`src/core/spfp_pkg.sv`:
```
/*
 * Shared constants and carrier types for the serial fault, power and flag logic.
 * Assumes a single 25 MHz system clock and an external baud enable pulse.
 */
package spfp_pkg;
    localparam int         DATA_W          = 8;
    localparam int         EDGES_PER_BYTE  = 16;
    localparam int         EDGE_CNT_W      = 5;
    localparam int         TAIL_GUARD_CLKS = 2;
    localparam int         DIR_MISO        = 0;
    localparam int         DIR_MOSI        = 1;
    localparam int         DIR_SCK         = 2;
    localparam int         DIR_SS          = 3;
    localparam logic [3:0] DIR_RESET       = 4'h0;
    localparam logic [7:0] DATA_RESET      = 8'h00;
    localparam logic [6:0] CTRL_ONE_RESET  = 7'h00;

    typedef struct packed {
        logic serial_irq_enable;
        logic system_enable_bit;
        logic master_select_bit;
        logic clk_polarity;
        logic clk_phase;
        logic ss_out_enable;
        logic bidir_mode;
    } spfp_ctrl_one_t;

    typedef struct packed {
        logic transfer_done_flag;
        logic write_collision_flag;
        logic mode_fault_flag;
    } spfp_status_t;

    typedef struct packed {
        logic sck;
        logic ss_n;
        logic mosi;
        logic miso;
    } spfp_pins_t;

    typedef struct packed {
        logic sck;
        logic sck_oe_n;
        logic mosi;
        logic mosi_oe_n;
        logic miso;
        logic miso_oe_n;
        logic ss_n;
        logic ss_oe_n;
    } spfp_pin_drive_t;
endpackage : spfp_pkg

```
`src/core/spfp_core.sv`:
```
/*
 * Error, low-power and flag logic of a serial master/slave link with its shifter.
 * Assumes CPU access strobes are one-cycle pulses on clk and baud_tick comes from a divider.
 */
`timescale 1ns/1ps
module spfp_core (
    input  wire logic                     clk,
    input  wire logic                     reset,
    input  wire logic                     baud_tick,
    input  wire logic                     doze_mode,
    input  wire logic                     stop_mode,
    input  wire logic                     doze_stop_bit,
    input  wire logic                     ctrl_one_wr,
    input  wire spfp_pkg::spfp_ctrl_one_t ctrl_one_wdata,
    input  wire logic                     dir_wr,
    input  wire logic [3:0]               dir_wdata,
    input  wire logic                     data_wr,
    input  wire logic [7:0]               data_wdata,
    input  wire logic                     data_rd,
    input  wire logic                     status_rd,
    input  wire spfp_pkg::spfp_pins_t     pins_in,
    output spfp_pkg::spfp_pin_drive_t     pin_drive,
    output spfp_pkg::spfp_ctrl_one_t      serial_control_one,
    output logic [3:0]                    port_direction_bits,
    output spfp_pkg::spfp_status_t        serial_status_reg,
    output logic [7:0]                    serial_data_reg,
    output logic                          irq
);
    import spfp_pkg::*;

    spfp_pins_t              pins_sync;
    spfp_ctrl_one_t          ctrl_reg;
    logic [3:0]              dir_reg;
    logic                    fault_reg;
    logic                    done_reg;
    logic                    coll_reg;
    logic                    fault_armed_reg;
    logic                    data_armed_reg;
    logic [7:0]              rx_reg;
    logic [7:0]              shift_reg;
    logic                    out_bit_reg;
    logic [EDGE_CNT_W-1:0]   edge_cnt_reg;
    logic                    active_reg;
    logic                    started_reg;
    logic                    sck_out_reg;
    logic                    sck_prev_reg;
    logic [1:0]              tail_cnt_reg;
    logic                    tail_ok_reg;
    logic                    irq_reg;

    spfp_sync #(.WIDTH($bits(spfp_pins_t))) u_sync (
        .clk   (clk),
        .reset (reset),
        .din   (pins_in),
        .dout  (pins_sync)
    );

    wire logic enabled     = ctrl_reg.system_enable_bit;
    wire logic is_master   = ctrl_reg.master_select_bit;
    wire logic cpha        = ctrl_reg.clk_phase;
    wire logic ss_low      = ~pins_sync.ss_n;
    // Stop mode is treated exactly like doze with doze-stop set.
    wire logic low_power   = stop_mode | (doze_mode & doze_stop_bit);
    wire logic run         = enabled & ~low_power;
    // Slave edges are taken even in low power so the slave stays in step.
    wire logic slave_edge  = enabled & ~is_master & ss_low & (pins_sync.sck ^ sck_prev_reg);
    wire logic m_tick      = run & is_master & active_reg & baud_tick;
    wire logic m_edge      = m_tick & started_reg;
    wire logic edge_any    = slave_edge | m_edge;
    wire logic sck_now     = is_master ? ~sck_out_reg : pins_sync.sck;
    wire logic leading     = sck_now ^ ctrl_reg.clk_polarity;
    wire logic sample_edge = edge_any & (leading ^ cpha);
    wire logic shift_edge  = edge_any & ~(leading ^ cpha);
    wire logic rx_in       = (is_master ^ ctrl_reg.bidir_mode) ? pins_sync.miso : pins_sync.mosi;
    wire logic last_edge   = edge_any & (edge_cnt_reg == EDGE_CNT_W'(EDGES_PER_BYTE - 1));
    wire logic [7:0] rx_word = sample_edge ? {shift_reg[6:0], rx_in} : shift_reg;
    wire logic slave_busy  = ss_low & (~cpha | ~tail_ok_reg);
    wire logic busy        = enabled & (is_master ? active_reg : slave_busy);
    wire logic wr_collide  = data_wr & busy;
    wire logic wr_ok       = data_wr & ~busy;
    wire logic data_access = data_wr | data_rd;
    wire logic done_clr    = data_access & data_armed_reg;
    wire logic fault_clr   = ctrl_one_wr & fault_armed_reg;
    // A select pin set as output (plain or automatic) never reports a fault.
    wire logic fault_det   = enabled & is_master & ~dir_reg[DIR_SS] & ss_low;
    wire logic done_load   = last_edge & ~low_power & (~done_reg | done_clr);
    wire logic master_drv  = enabled & is_master;

    // Control and direction bits; a fault overrides a same-cycle write.
    always_ff @(posedge clk) begin
        if (reset) begin
            ctrl_reg <= CTRL_ONE_RESET;
            dir_reg  <= DIR_RESET;
        end else if (fault_det) begin
            ctrl_reg.system_enable_bit <= 1'b0;
            ctrl_reg.master_select_bit <= 1'b0;
            dir_reg[DIR_SCK]           <= 1'b0;
            dir_reg[DIR_MOSI]          <= 1'b0;
            dir_reg[DIR_MISO]          <= dir_reg[DIR_MISO] & ctrl_reg.bidir_mode;
        end else begin
            if (ctrl_one_wr) begin
                ctrl_reg <= ctrl_one_wdata;
            end
            if (dir_wr) begin
                dir_reg <= dir_wdata;
            end
        end
    end

    // Status flags; a set in the same cycle as its clear wins.
    always_ff @(posedge clk) begin
        if (reset) begin
            fault_reg       <= 1'b0;
            done_reg        <= 1'b0;
            coll_reg        <= 1'b0;
            fault_armed_reg <= 1'b0;
            data_armed_reg  <= 1'b0;
        end else begin
            fault_reg <= fault_det | (fault_reg & ~fault_clr);
            done_reg  <= done_load | (done_reg & ~done_clr);
            coll_reg  <= wr_collide | (coll_reg & ~done_clr);
            if (status_rd) begin
                fault_armed_reg <= fault_reg;
                data_armed_reg  <= done_reg | coll_reg;
            end else begin
                fault_armed_reg <= fault_armed_reg & ~fault_clr;
                data_armed_reg  <= data_armed_reg & ~done_clr;
            end
        end
    end

    // Received data only enters the data register while the done flag is free.
    always_ff @(posedge clk) begin
        if (reset) begin
            rx_reg <= DATA_RESET;
        end else if (done_load) begin
            rx_reg <= rx_word;
        end
    end

    // Shifter; reset clears it, and between writes it holds what it last received.
    always_ff @(posedge clk) begin
        if (reset) begin
            shift_reg   <= DATA_RESET;
            out_bit_reg <= 1'b0;
        end else if (wr_ok) begin
            shift_reg   <= data_wdata;
            out_bit_reg <= data_wdata[7];
        end else begin
            if (sample_edge) begin
                shift_reg <= {shift_reg[6:0], rx_in};
            end
            if (shift_edge | (~is_master & ~ss_low)) begin
                out_bit_reg <= shift_reg[7];
            end
        end
    end

    always_ff @(posedge clk) begin
        if (reset || !enabled || (!is_master && !ss_low)) begin
            edge_cnt_reg <= '0;
        end else if (edge_any) begin
            edge_cnt_reg <= last_edge ? '0 : edge_cnt_reg + 1'b1;
        end
    end

    // Master sequencer; ticks are ignored in low power, so it freezes in place.
    always_ff @(posedge clk) begin
        if (reset || !master_drv) begin
            active_reg  <= 1'b0;
            started_reg <= 1'b0;
        end else if (wr_ok) begin
            active_reg  <= 1'b1;
            started_reg <= 1'b0;
        end else if (m_tick && !started_reg) begin
            started_reg <= 1'b1;
        end else if (m_edge && last_edge) begin
            active_reg <= 1'b0;
        end
    end

    always_ff @(posedge clk) begin
        if (reset) begin
            sck_out_reg  <= 1'b0;
            sck_prev_reg <= 1'b0;
        end else begin
            sck_prev_reg <= pins_sync.sck;
            if (!active_reg) begin
                sck_out_reg <= ctrl_reg.clk_polarity;
            end else if (m_edge) begin
                sck_out_reg <= ~sck_out_reg;
            end
        end
    end

    // Two-clock guard after a phase 1 slave byte, since an early write can race the last bit.
    always_ff @(posedge clk) begin
        if (reset || !ss_low) begin
            tail_cnt_reg <= 2'h0;
            tail_ok_reg  <= 1'b1;
        end else if (slave_edge && last_edge) begin
            tail_cnt_reg <= 2'(TAIL_GUARD_CLKS);
            tail_ok_reg  <= 1'b0;
        end else if (slave_edge) begin
            tail_ok_reg <= 1'b0;
        end else if (tail_cnt_reg != 2'h0) begin
            tail_cnt_reg <= tail_cnt_reg - 2'h1;
            tail_ok_reg  <= (tail_cnt_reg == 2'h1);
        end
    end

    // The collision flag is left out of the interrupt on purpose.
    always_ff @(posedge clk) begin
        if (reset) begin
            irq_reg <= 1'b0;
        end else begin
            irq_reg <= ctrl_reg.serial_irq_enable & (done_reg | fault_reg);
        end
    end

    assign pin_drive.sck       = sck_out_reg;
    assign pin_drive.sck_oe_n  = ~(master_drv & dir_reg[DIR_SCK]);
    assign pin_drive.mosi      = out_bit_reg;
    assign pin_drive.mosi_oe_n = ~(master_drv & dir_reg[DIR_MOSI]);
    assign pin_drive.miso      = out_bit_reg;
    assign pin_drive.miso_oe_n = ~(enabled & ~is_master & dir_reg[DIR_MISO] & ss_low);
    assign pin_drive.ss_n      = ~active_reg;
    assign pin_drive.ss_oe_n   = ~(master_drv & ctrl_reg.ss_out_enable & dir_reg[DIR_SS]);

    assign serial_control_one  = ctrl_reg;
    assign port_direction_bits = dir_reg;
    assign serial_status_reg   = '{transfer_done_flag: done_reg, write_collision_flag: coll_reg,
                                   mode_fault_flag: fault_reg};
    assign serial_data_reg     = rx_reg;
    assign irq                 = irq_reg;
endmodule : spfp_core

```
`src/core/spfp_sync.sv`:
```
/*
 * Two-flop synchroniser for a group of pin levels.
 * Assumes the inputs are levels from outside the clock domain.
 */
`timescale 1ns/1ps
module spfp_sync #(
    parameter int WIDTH = 4
) (
    input  wire logic             clk,
    input  wire logic             reset,
    input  wire logic [WIDTH-1:0] din,
    output logic      [WIDTH-1:0] dout
);
    logic [WIDTH-1:0] stage_reg;

    // The first stage feeds only the second one.
    always_ff @(posedge clk) begin
        if (reset) begin
            stage_reg <= '0;
            dout      <= '0;
        end else begin
            stage_reg <= din;
            dout      <= stage_reg;
        end
    end
endmodule : spfp_sync

```
`config.mk`:
```
export PLATFORM = sky130hd
export DESIGN_NAME = spfp_core
export DESIGN_NICKNAME = d
export VERILOG_FILES = /design/src/core/spfp_pkg.sv /design/src/core/spfp_core.sv /design/src/core/spfp_sync.sv
export SDC_FILE = /design/constraint.sdc
export NUM_CORES = 1
export LEC_CHECK = 0
export BUFFER_PORTS_ARGS = -buffer_cell sky130_fd_sc_hd__buf_4
export CAP_MARGIN = 20
export CORE_UTILIZATION = 25
export CTS_CLUSTER_SIZE = 30
export DETAILED_ROUTE_END_ITERATION = 16
export MAX_ROUTING_LAYER = met4
export PLACE_DENSITY = 0.44
export SYNTH_ARGS = -nofsm -noshare
export SYNTH_HDL_FRONTEND = slang
export SYNTH_SLANG_ARGS = --single-unit
```
`constraint.sdc`:
```
create_clock -name clk -period 4.7 [get_ports clk]
set_clock_uncertainty 0.1 [all_clocks]
set_input_delay 0.235 -clock clk [delete_from_list [all_inputs] [get_ports clk]]
set_output_delay 0.235 -clock clk [all_outputs]
set_load 0.02 [all_outputs]
```
### Word-level counts from Yosys, hierarchy flattened

Cells that the tools add are included.
Widths: inputs -> output; s select.

| cells by class | value |
|---|---|
| $add $sub $neg | 2 |
| equal/unequal tests | 5 |
| multiplexer cells | 23 |
| reduce and logical (&&, ||, !) cells | 26 |
| bitwise operators | 71 |

Operators by type and width:

| kind | number |
|---|---|
| $and 1x1->1 | 37 |
| $not 1->1 | 19 |
| $mux 1 | 17 |
| $mux 8 | 2 |
| $or 1x1->1 | 11 |
| $reduce_and 2->1 | 5 |
| $reduce_bool 2->1 | 5 |
| $mux 2 | 3 |
| $reduce_or 2->1 | 3 |
| $add 5x1->5 const B | 1 |
| $eq 5x4->1 const B | 1 |
| $mux 5 | 1 |
| $logic_and 1x1->1 | 4 |
| $logic_not 1->1 | 4 |
| $logic_or 1x1->1 | 4 |
| $ne 2x1->1 const B | 2 |
| $xor 1x1->1 | 4 |
| $reduce_bool 3->1 | 1 |
| $eq 2x1->1 const B | 1 |
| $ne 2x2->1 const B | 1 |
| $sub 2x1->2 const B | 1 |

| storage, ports and cells | value |
|---|---|
| flip-flop bits (word level) | 54 |
| logic and storage cells | 156 |
| bits of input ports | 34 |
| output and inout bits | 31 |

### Depth between registers and ports, before layout

Gate-level depths: netlist of run 1.

| depth | value |
|---|---|
| word-level depth | 14 |
| gate-level depth with buffers | 9 |
| depth with buffers taken out | 7 |

### Hierarchy

A second synthesis of run 1 with hierarchy kept.

| second synthesis, totals | value |
|---|---|
| cell total of the unflattened synthesis | 254 |
| area, all modules | 2371.0 µm² |

By module, submodules not included:

| module | instances | area each (µm²) | cells each |
|---|---|---|---|
| spfp_core | 1 | 2160.8 | 238 |
| spfp_sync | 1 | 210.2 | 16 |

### Least setup slack after synthesis of run 1

Ideal clock, no wire load.

| timing path | value |
|---|---|
| kind | flip-flop to flip-flop |
| from | reg edge_cnt_reg[0] |
| to | reg rx_reg[6] (netlist: serial_data_reg[6]) |
| stages on the path, launching flop included | 10 |
| path buffers | 2 |
| library setup time | 0.086 ns |
| path slack | 2.644 ns |
| arrival | 1.871 ns |
| cells stage by stage | dfxtp_1 > ha_1 > and3_1 > ha_1 > clkbuf_1 > nand2_1 > a221oi_4 > buf_6 > nor2_1 > a211oi_1 |

| between the ends | value |
|---|---|
| word-level cells in the longest chain between the ends | 4 |

Ends and longest elaborated chain:

| element | RTL line | RTL |
|---|---|---|
| start: declaration | spfp_core.sv:42 | `logic [EDGE_CNT_W-1:0] edge_cnt_reg;` |
| start signal: assignment | spfp_core.sv:163 | `edge_cnt_reg <= last_edge ? '0 : edge_cnt_reg + 1'b1;` |
| $eq 5x4->1 | spfp_core.sv:75 | `wire logic last_edge = edge_any & (edge_cnt_reg == EDGE_CNT_W'(EDGES_PER_BYTE - 1));` |
| $and 1x1->1 | spfp_core.sv:75 |  |
| $and 1x1->1 (2 in a row) | spfp_core.sv:86 | `wire logic done_load = last_edge & ~low_power & (~done_reg \| done_clr);` |
| end signal: assignment | spfp_core.sv:137 | `rx_reg <= rx_word;` |
| end: declaration | spfp_core.sv:39 | `logic [7:0] rx_reg;` |

No other way between the ends.
A chain may end at the register's enable or synchronous reset.

### Final worst setup path of run 1

| timing path | value |
|---|---|
| from | reg edge_cnt_reg[0] |
| to | reg rx_reg[0] (netlist: serial_data_reg[0]) |

Same word-level chain as after synthesis.

==> results_dict.tcl, run 1 <==
set metrics [dict create \
    rsz0062_at_grt "false" \
    finalCritPeriodShare_pct 51.82 \
    cts_made_buffers 5 \
    max_slew.worst_pin.slew_ps 674.9 \
    crit_chain "ha_1 -> and3_1 -> ha_1 -> nand2_1 -> a221oi_4 -> o221ai_1 -> a21oi_1" \
    min_from "pins_in[2]" \
    drt_iter0_drc 53 \
    post_route_cells_drive_above_1_share_pct 26.97 \
    layout.filler_cells 978 \
    status "complete, but fails checks" \
    multi_input_area_sq_um 1136 \
    grt_start_max_net_pins 46 \
    post_route_wl_mm 5.640 \
    startpoint "edge_cnt_reg[0]" \
    postRouteAntennaNets 0 \
    grt_usage_pct 12.20 \
    ys_warn_count 0 \
    die_width_microns 99.13 \
    worst-path-buf-inv 0 \
    postSynthAreaPerCell_sq_um 9.322 \
    layout_commonest_cell "sky130_fd_sc_hd__buf_4" \
    drc 2 \
    critPathMostFrequentCell "sky130_fd_sc_hd__ha_1" \
    setup.worst_path.class "flip-flop to flip-flop" \
    ys_top_cells_by_area "sky130_fd_sc_hd__dfxtp_1 46%, sky130_fd_sc_hd__mux2i_1 5.5%, sky130_fd_sc_hd__a211oi_1 5.4%, sky130_fd_sc_hd__nor2_1 4.3%, sky130_fd_sc_hd__a21oi_1 4.0%" \
    timing.critical_path.arrival_ps 2580 \
    finish.net_count 339 \
    leakagePower_nw 1.168 \
    worst_slew_margin_rel_pct 55.01 \
    yosys_register_bits 54 \
    wl_per_cell_microns 13.59 \
    synth_top_cell_by_area "sky130_fd_sc_hd__dfxtp_1" \
    effective_utilization_at_floorplan_pct 25.65 \
    crit_path_max_delay_family "compound AO/OA/AOI/OAI gates" \
    setup_viol 0 \
    rr_startpoint "edge_cnt_reg[0]" \
    holdBufCountCts 0 \
    dominantRegCellSynth "sky130_fd_sc_hd__dfxtp_1" \
    cts_num_sinks 54 \
    critical-path-slowest-cell "sky130_fd_sc_hd__a221oi_4" \
    globalplace.congestion 0.7095 \
    synth_edf_count 0 \
    firstDrtPassIters 10 \
    min-delay-path-class "input port to flip-flop" \
    tritoncts "yes" \
    violations_in_the_final_reports "DRC" \
    grt_pass1_wl_mm 9.211 \
    cts_setup_buffers 0 \
    final_sum_of_negative_setup_slack_ps 0 \
    htreeDepth 2 \
    cts_resized 0 \
    power_per_cell_area_nw_per_um2 291.5 \
    die_height_microns 99.13 \
    critical_path_peak_fanout 16 \
    place_hpwl_mm 4.153 \
    postSynthNetCount 289 \
    ios 65 \
    area.sequential_sq_um 1081 \
    ir_worst_vdd_mv 0.08721 \
    totalPowerFinal_uw 856.8 \
    cts_root_buf "sky130_fd_sc_hd__clkbuf_8" \
    clock_path_buffers 2 \
    period_needed_ps 2435 \
    clk-insertion-delay-late_ps 310 \
    std_cell_rows 35 \
    synthCells 253 \
    area_growth_syn_to_layout_pct 24.62 \
    worst_setup_path_start_kind "flip-flop" \
    detailroute.via_count 1900 \
    post_synthesis_sequential_area_ratio_pct 45.84 \
    yosys.cell_types.count 48 \
    post-synth-top-area-fraction_pct 45.84 \
    count_of_port_buffers_added_during_placement 64 \
    netlist_area_sq_um 2359 \
    critical_path_required_ps 4840 \
    grt_pass1_vias 1890 \
    ys_async_sr_fraction_pct 0 \
    path_clk_slew_ps 100 \
    grt.overflow.total 0 \
    die-area_sq_um 9827 \
    antenna_cells 0 \
    finalMaxSlewViolations 0 \
    fmaxAchievable_mhz 410.6 \
    core_area_sq_um 9196 \
    critical_path.max_stage_delay_ps 570 \
    avgViaCountPerCell 4.578 \
    maxCapViolations 0 \
    critPathCaptureType "flip-flop" \
    number_of_antenna_violations_at_the_first_check_in_global_routing 0 \
    final_hold_vio_count 0 \
    most-common-layout-cells "64 x sky130_fd_sc_hd__buf_4, 54 x sky130_fd_sc_hd__dfxtp_1, 27 x sky130_fd_sc_hd__nor2_1, 20 x sky130_fd_sc_hd__nand2_1, 19 x sky130_fd_sc_hd__a21oi_1" \
]
-- through the flow --
stage	hold WS [ps]	setup slack (ps)	util, %	area (sq um)	std cells
after floorplan	245.7	2644	-	2359	253
after global placement	321.1	2385	30.97	2848	407
after detailed placement	320.4	2236	30.97	2848	407
after CTS	27.11	2231	31.96	2939	415
after global routing	45.28	2057	31.96	2939	415
final	38.93	2265	31.96	2939	415
-- power by group --
part | switching (mW) | total (mW) | internal (mW)
registers | 0.0136 | 0.487 | 0.474
logic | 0.0526 | 0.101 | 0.0483
clock network | 0.149 | 0.269 | 0.119
-- cell usage after synthesis, types with 3 or more instances --
master                     count
sky130_fd_sc_hd__and2_1        3
sky130_fd_sc_hd__nor2b_1      12
sky130_fd_sc_hd__nand2b_1      3
sky130_fd_sc_hd__mux2i_1      13
sky130_fd_sc_hd__buf_4         9
sky130_fd_sc_hd__a21oi_1      19
sky130_fd_sc_hd__inv_1         3
sky130_fd_sc_hd__nand2_1      20
sky130_fd_sc_hd__nand3_1      10
sky130_fd_sc_hd__clkbuf_1      8
sky130_fd_sc_hd__dfxtp_1      54
sky130_fd_sc_hd__a211oi_1     17
sky130_fd_sc_hd__nor3b_1       3
sky130_fd_sc_hd__o21ai_0       9
sky130_fd_sc_hd__nor2_1       27
sky130_fd_sc_hd__a31oi_1       3
-- layer usage --
layer | global-route usage, % | wire (microns) | vias up
met5 | - | 0 | -
met4 | 3.733 | 63 | 0
met3 | 2.600 | 212 | 6
met2 | 19.74 | 2714 | 32
met1 | 15.30 | 2649 | 873
li1 | - | - | 989
-- final timing paths --
check	endpoint	slack [ps]	depth (start not counted)
hold reg to reg	u_sync.dout[0]	340	1
setup / recovery	serial_data_reg[0]	2260	7
setup reg to reg	serial_data_reg[0]	2260	7
hold / removal	u_sync.stage_reg[2]	40	2
-- final cells by class --
| class | instances | share of cell area (%) |
|---|---|---|
| multi-input cells | 175 | 38.65 |
| clock buffers | 7 | 2.937 |
| well taps | 111 | 4.725 |
| clock inverters | 1 | 0.1703 |
| repair buffers | 64 | 16.35 |
| inverters | 3 | 0.3831 |
| flip-flops and latches | 54 | 36.78 |
-- worst register-to-register path, stage by stage, from the launching register on --
cell and delay (ps):
sky130_fd_sc_hd__dfxtp_1 390, sky130_fd_sc_hd__ha_1 200, sky130_fd_sc_hd__and3_1 170, sky130_fd_sc_hd__ha_1 320, sky130_fd_sc_hd__nand2_1 180, sky130_fd_sc_hd__a221oi_4 570
sky130_fd_sc_hd__o221ai_1 270, sky130_fd_sc_hd__a21oi_1 180
-- kinds of logic after synthesis --
group | Yosys count | synth area share (%)
compound gates | 61 | 18.30
xor+xnor | 4 | 1.486
fa+ha+maj | 2 | 1.061
buf+inv | 24 | 5.994
flops | 54 | 45.84
mux | 13 | 5.517
simple gates | 95 | 21.80
No activity file was read; power rests on OpenSTA's default activity.
==> inputs of run 2 (changes only) <==
Settings changed: ABC_AREA set to 1.
Clock period 4.7 ns to 2.55 ns, I/O delays scaled along.
==> run 2 against run 1 <==
The run now ends clean. Hold slack got worse by 29 ps. Fmax increased by 30%. Final cell count is 37% higher. Global-route usage up 0.069 points. Non-clock buffer count rose by 19. Clock power rose by 77%. Power grew 89%. Count of clock-buffer cells in the layout fell by 1. Critical path type unchanged.
==> results_dict.tcl, run 2 <==
set metrics [dict create \
    timing.critical_path.arrival_ps 1990 \
    avgViaCountPerCell 4.019 \
    detailroute.via_count 2279 \
    die_width_microns 104.1 \
    grt_pass1_vias 2196 \
    clk-insertion-delay-late_ps 300 \
    ff2ff_setup_slack_ps 670 \
    area_growth_syn_to_layout_pct 30.80 \
    critical_path_required_ps 2660 \
    power_per_cell_area_nw_per_um2 476.7 \
    yosys_register_bits 54 \
    effective_utilization_at_floorplan_pct 26.16 \
    worst_r2r_path_depth 9 \
    htreeDepth 2 \
    cell_internal_pwr_mw 1.184 \
    worst_slew_margin_rel_pct 53.33 \
    grt_usage_pct 12.26 \
    globalplace.congestion 0.7301 \
    status "finished, final reports clean" \
    std_cell_rows 36 \
    final.setup.worst_slack_ps 670.4 \
    layout.filler_cells 1080 \
    top_metal_layer_carrying_routed_signals "met4" \
    cts_made_buffers 5 \
    drt_iter0_drc 64 \
    post_synthesis_sequential_area_ratio_pct 41.52 \
    pre_cts_slack_ps 682.8 \
    min-delay-path-class "input port to flip-flop" \
    postSynthAreaPerCell_sq_um 7.253 \
    switching_power_uw 439.6 \
    number_of_antenna_violations_at_the_first_check_in_global_routing 0 \
    comb_power_share_pct 15.4 \
    post-synth-top-area-fraction_pct 41.52 \
    synthCells 359 \
    synth_edf_count 0 \
    wl_per_cell_microns 10.94 \
    period_needed_ps 1880 \
    postRouteAntennaNets 0 \
    grt_start_max_net_pins 24 \
    finalNonFillerCells 567 \
    tritoncts "yes" \
    synth_top_cell_by_area "sky130_fd_sc_hd__dfxtp_1" \
    count_of_port_buffers_added_during_placement 64 \
    ys_top_cells_by_area "sky130_fd_sc_hd__dfxtp_1 42%, sky130_fd_sc_hd__nand2_1 12%, sky130_fd_sc_hd__inv_1 9.4%, sky130_fd_sc_hd__nor2_1 6.3%, sky130_fd_sc_hd__a21oi_1 3.5%" \
    dominantRegCellSynth "sky130_fd_sc_hd__dfxtp_1" \
    final_hold_vio_count 0 \
    final_sum_of_negative_setup_slack_ps 0 \
    die_height_microns 104.1 \
    ys_warn_count 0 \
    cts_resized 0 \
    die-area_sq_um 10830 \
    finalCritPeriodShare_pct 73.71 \
    firstDrtPassIters 4 \
    placed_standard_cell_area_sq_um 3129 \
    critical_path_peak_fanout 19 \
    postSynthNetCount 395 \
    synth_most_common_cell "sky130_fd_sc_hd__nand2_1" \
    ir_worst_vdd_mv 0.2001 \
    seq_power_share_pct 55.4 \
    post_route_wl_mm 6.203 \
    yosys.cell_types.count 34 \
    maxCapViolations 0 \
    critPathCaptureType "flip-flop" \
    synthTopCellsByCount "85 x sky130_fd_sc_hd__nand2_1, 65 x sky130_fd_sc_hd__inv_1, 54 x sky130_fd_sc_hd__dfxtp_1" \
    finish.net_count 469 \
    dpl.cell_count 540 \
    setup.worst_path.class "flip-flop to flip-flop" \
    met1_length_mm 3.050 \
    max_slew.worst_pin.slew_ps 699.3 \
    cts_num_sinks 54 \
    path_clk_slew_ps 100 \
    setup_viol 0 \
    power.switching_fraction_pct 27.07 \
    rsz0062_at_grt "false" \
    post_route_cells_drive_above_1_share_pct 21.89 \
    clock_path_buffers 2 \
    route.met3.wl_microns 222 \
    worst_setup_path_start_kind "flip-flop" \
    pwr-share-clk_pct 29.3 \
    leakagePower_nw 1.603 \
    core_area_sq_um 9955 \
    most-common-layout-cells "85 x sky130_fd_sc_hd__nand2_1, 65 x sky130_fd_sc_hd__inv_1, 64 x sky130_fd_sc_hd__buf_4, 54 x sky130_fd_sc_hd__dfxtp_1, 44 x sky130_fd_sc_hd__nor2_1" \
    cell_count_of_the_worst_hold_path 3 \
    grt_pass1_wl_mm 10.43 \
    netlist_area_sq_um 2604 \
    fmaxAchievable_mhz 532.0 \
    fin_area_sq_um 3406 \
    ios 65 \
    drc 0 \
    layout_commonest_cell "sky130_fd_sc_hd__nand2_1" \
    grt.overflow.total 0 \
    met2_wirelength_mm 2.869 \
    finalMaxSlewViolations 0 \
    cts_root_buf "sky130_fd_sc_hd__clkbuf_8" \
    place_hpwl_mm 4.597 \
    ys_async_sr_fraction_pct 0 \
    antenna_cells 0 \
]
## run 2: cell count changes after synthesis, sizes merged, moves of 5 or more
cell	change
nand2	+68
inv	+62
nor2	+19
a211oi	-15
nand3	+14
mux2i	-13
nor2b	-12
o21ai	+8
or2	+7
clkbuf	-6
nor3	+5
## run 2: final timing paths
| path | start | endpoint |
|---|---|---|
| worst min-delay path | dir_wr | port_direction_bits[2] |
| worst max register to register | is_master | serial_data_reg[6] |
| worst max-delay path | is_master | serial_data_reg[6] |
| worst min register to register | u_sync.stage_reg[0] | u_sync.dout[0] |
## run 2: final cells by class
class / count / area (sq um) / share of cell area [%]
Clock buffer: 6 / 72.57 / 2.131
Clock inverter: 2 / 13.76 / 0.4041
Inverter: 65 / 244.0 / 7.164
Multi-Input combinational cell: 224 / 1157 / 33.98
Sequential cell: 54 / 1081 / 31.74
Tap cell: 133 / 166.4 / 4.886
Timing Repair Buffer: 83 / 670.6 / 19.69
## run 2: metal layers
layer / vias to the layer above / GRT usage (%)
met3: 4 / 2.256
met2: 54 / 20.62
li1: 1238 / -
met5: - / -
met4: 0 / 3.367
met1: 983 / 15.01
## run 2: worst max-delay path, stage by stage (launching register included)
cell                      delay, ps
sky130_fd_sc_hd__dfxtp_1        590
sky130_fd_sc_hd__nand3_4        150
sky130_fd_sc_hd__nor2_4         140
sky130_fd_sc_hd__nand3_4        110
sky130_fd_sc_hd__nand2_8        180
sky130_fd_sc_hd__nand3_4        100
sky130_fd_sc_hd__nor2_4         200
sky130_fd_sc_hd__nand2_1         80
sky130_fd_sc_hd__nand2_1         70
sky130_fd_sc_hd__nor2_1          50
## run 2: metrics by stage
stage	util (%)	power, mW	hold WS [ps]
after floorplan	-	1.059	123.1
after global placement	31.44	1.147	240.9
after detailed placement	31.44	1.148	241.1
after CTS	34.21	1.656	0.8437
after global routing	34.21	1.719	16.18
final	34.21	1.624	9.498
## run 2: logic make-up after synthesis
logic type	Yosys count	synth area share, %
and+or+nand+nor	175	32.53
buffers and inverters	81	14.03
DFF	54	41.52
AOI/OAI and AO/OA	43	9.611
xor gates and xnor gates	4	1.346
adders and majority gates	2	0.9609
## run 2: timing repair
item                                   4_1_cts  5_1_grt
endpoints found under the hold margin       18        0
hold buffers                                19        0
buffers inserted                             0        0
## run 2: power by group through the flow
stage                     registers (mW)  logic (mW)  clock network [mW]
after CTS                          0.900       0.252               0.503
after floorplan                    0.920       0.139                   0
final                              0.899       0.249               0.475
after detailed placement           0.919       0.228                   0
after global routing               0.904       0.279               0.536
after global placement             0.920       0.228                   0
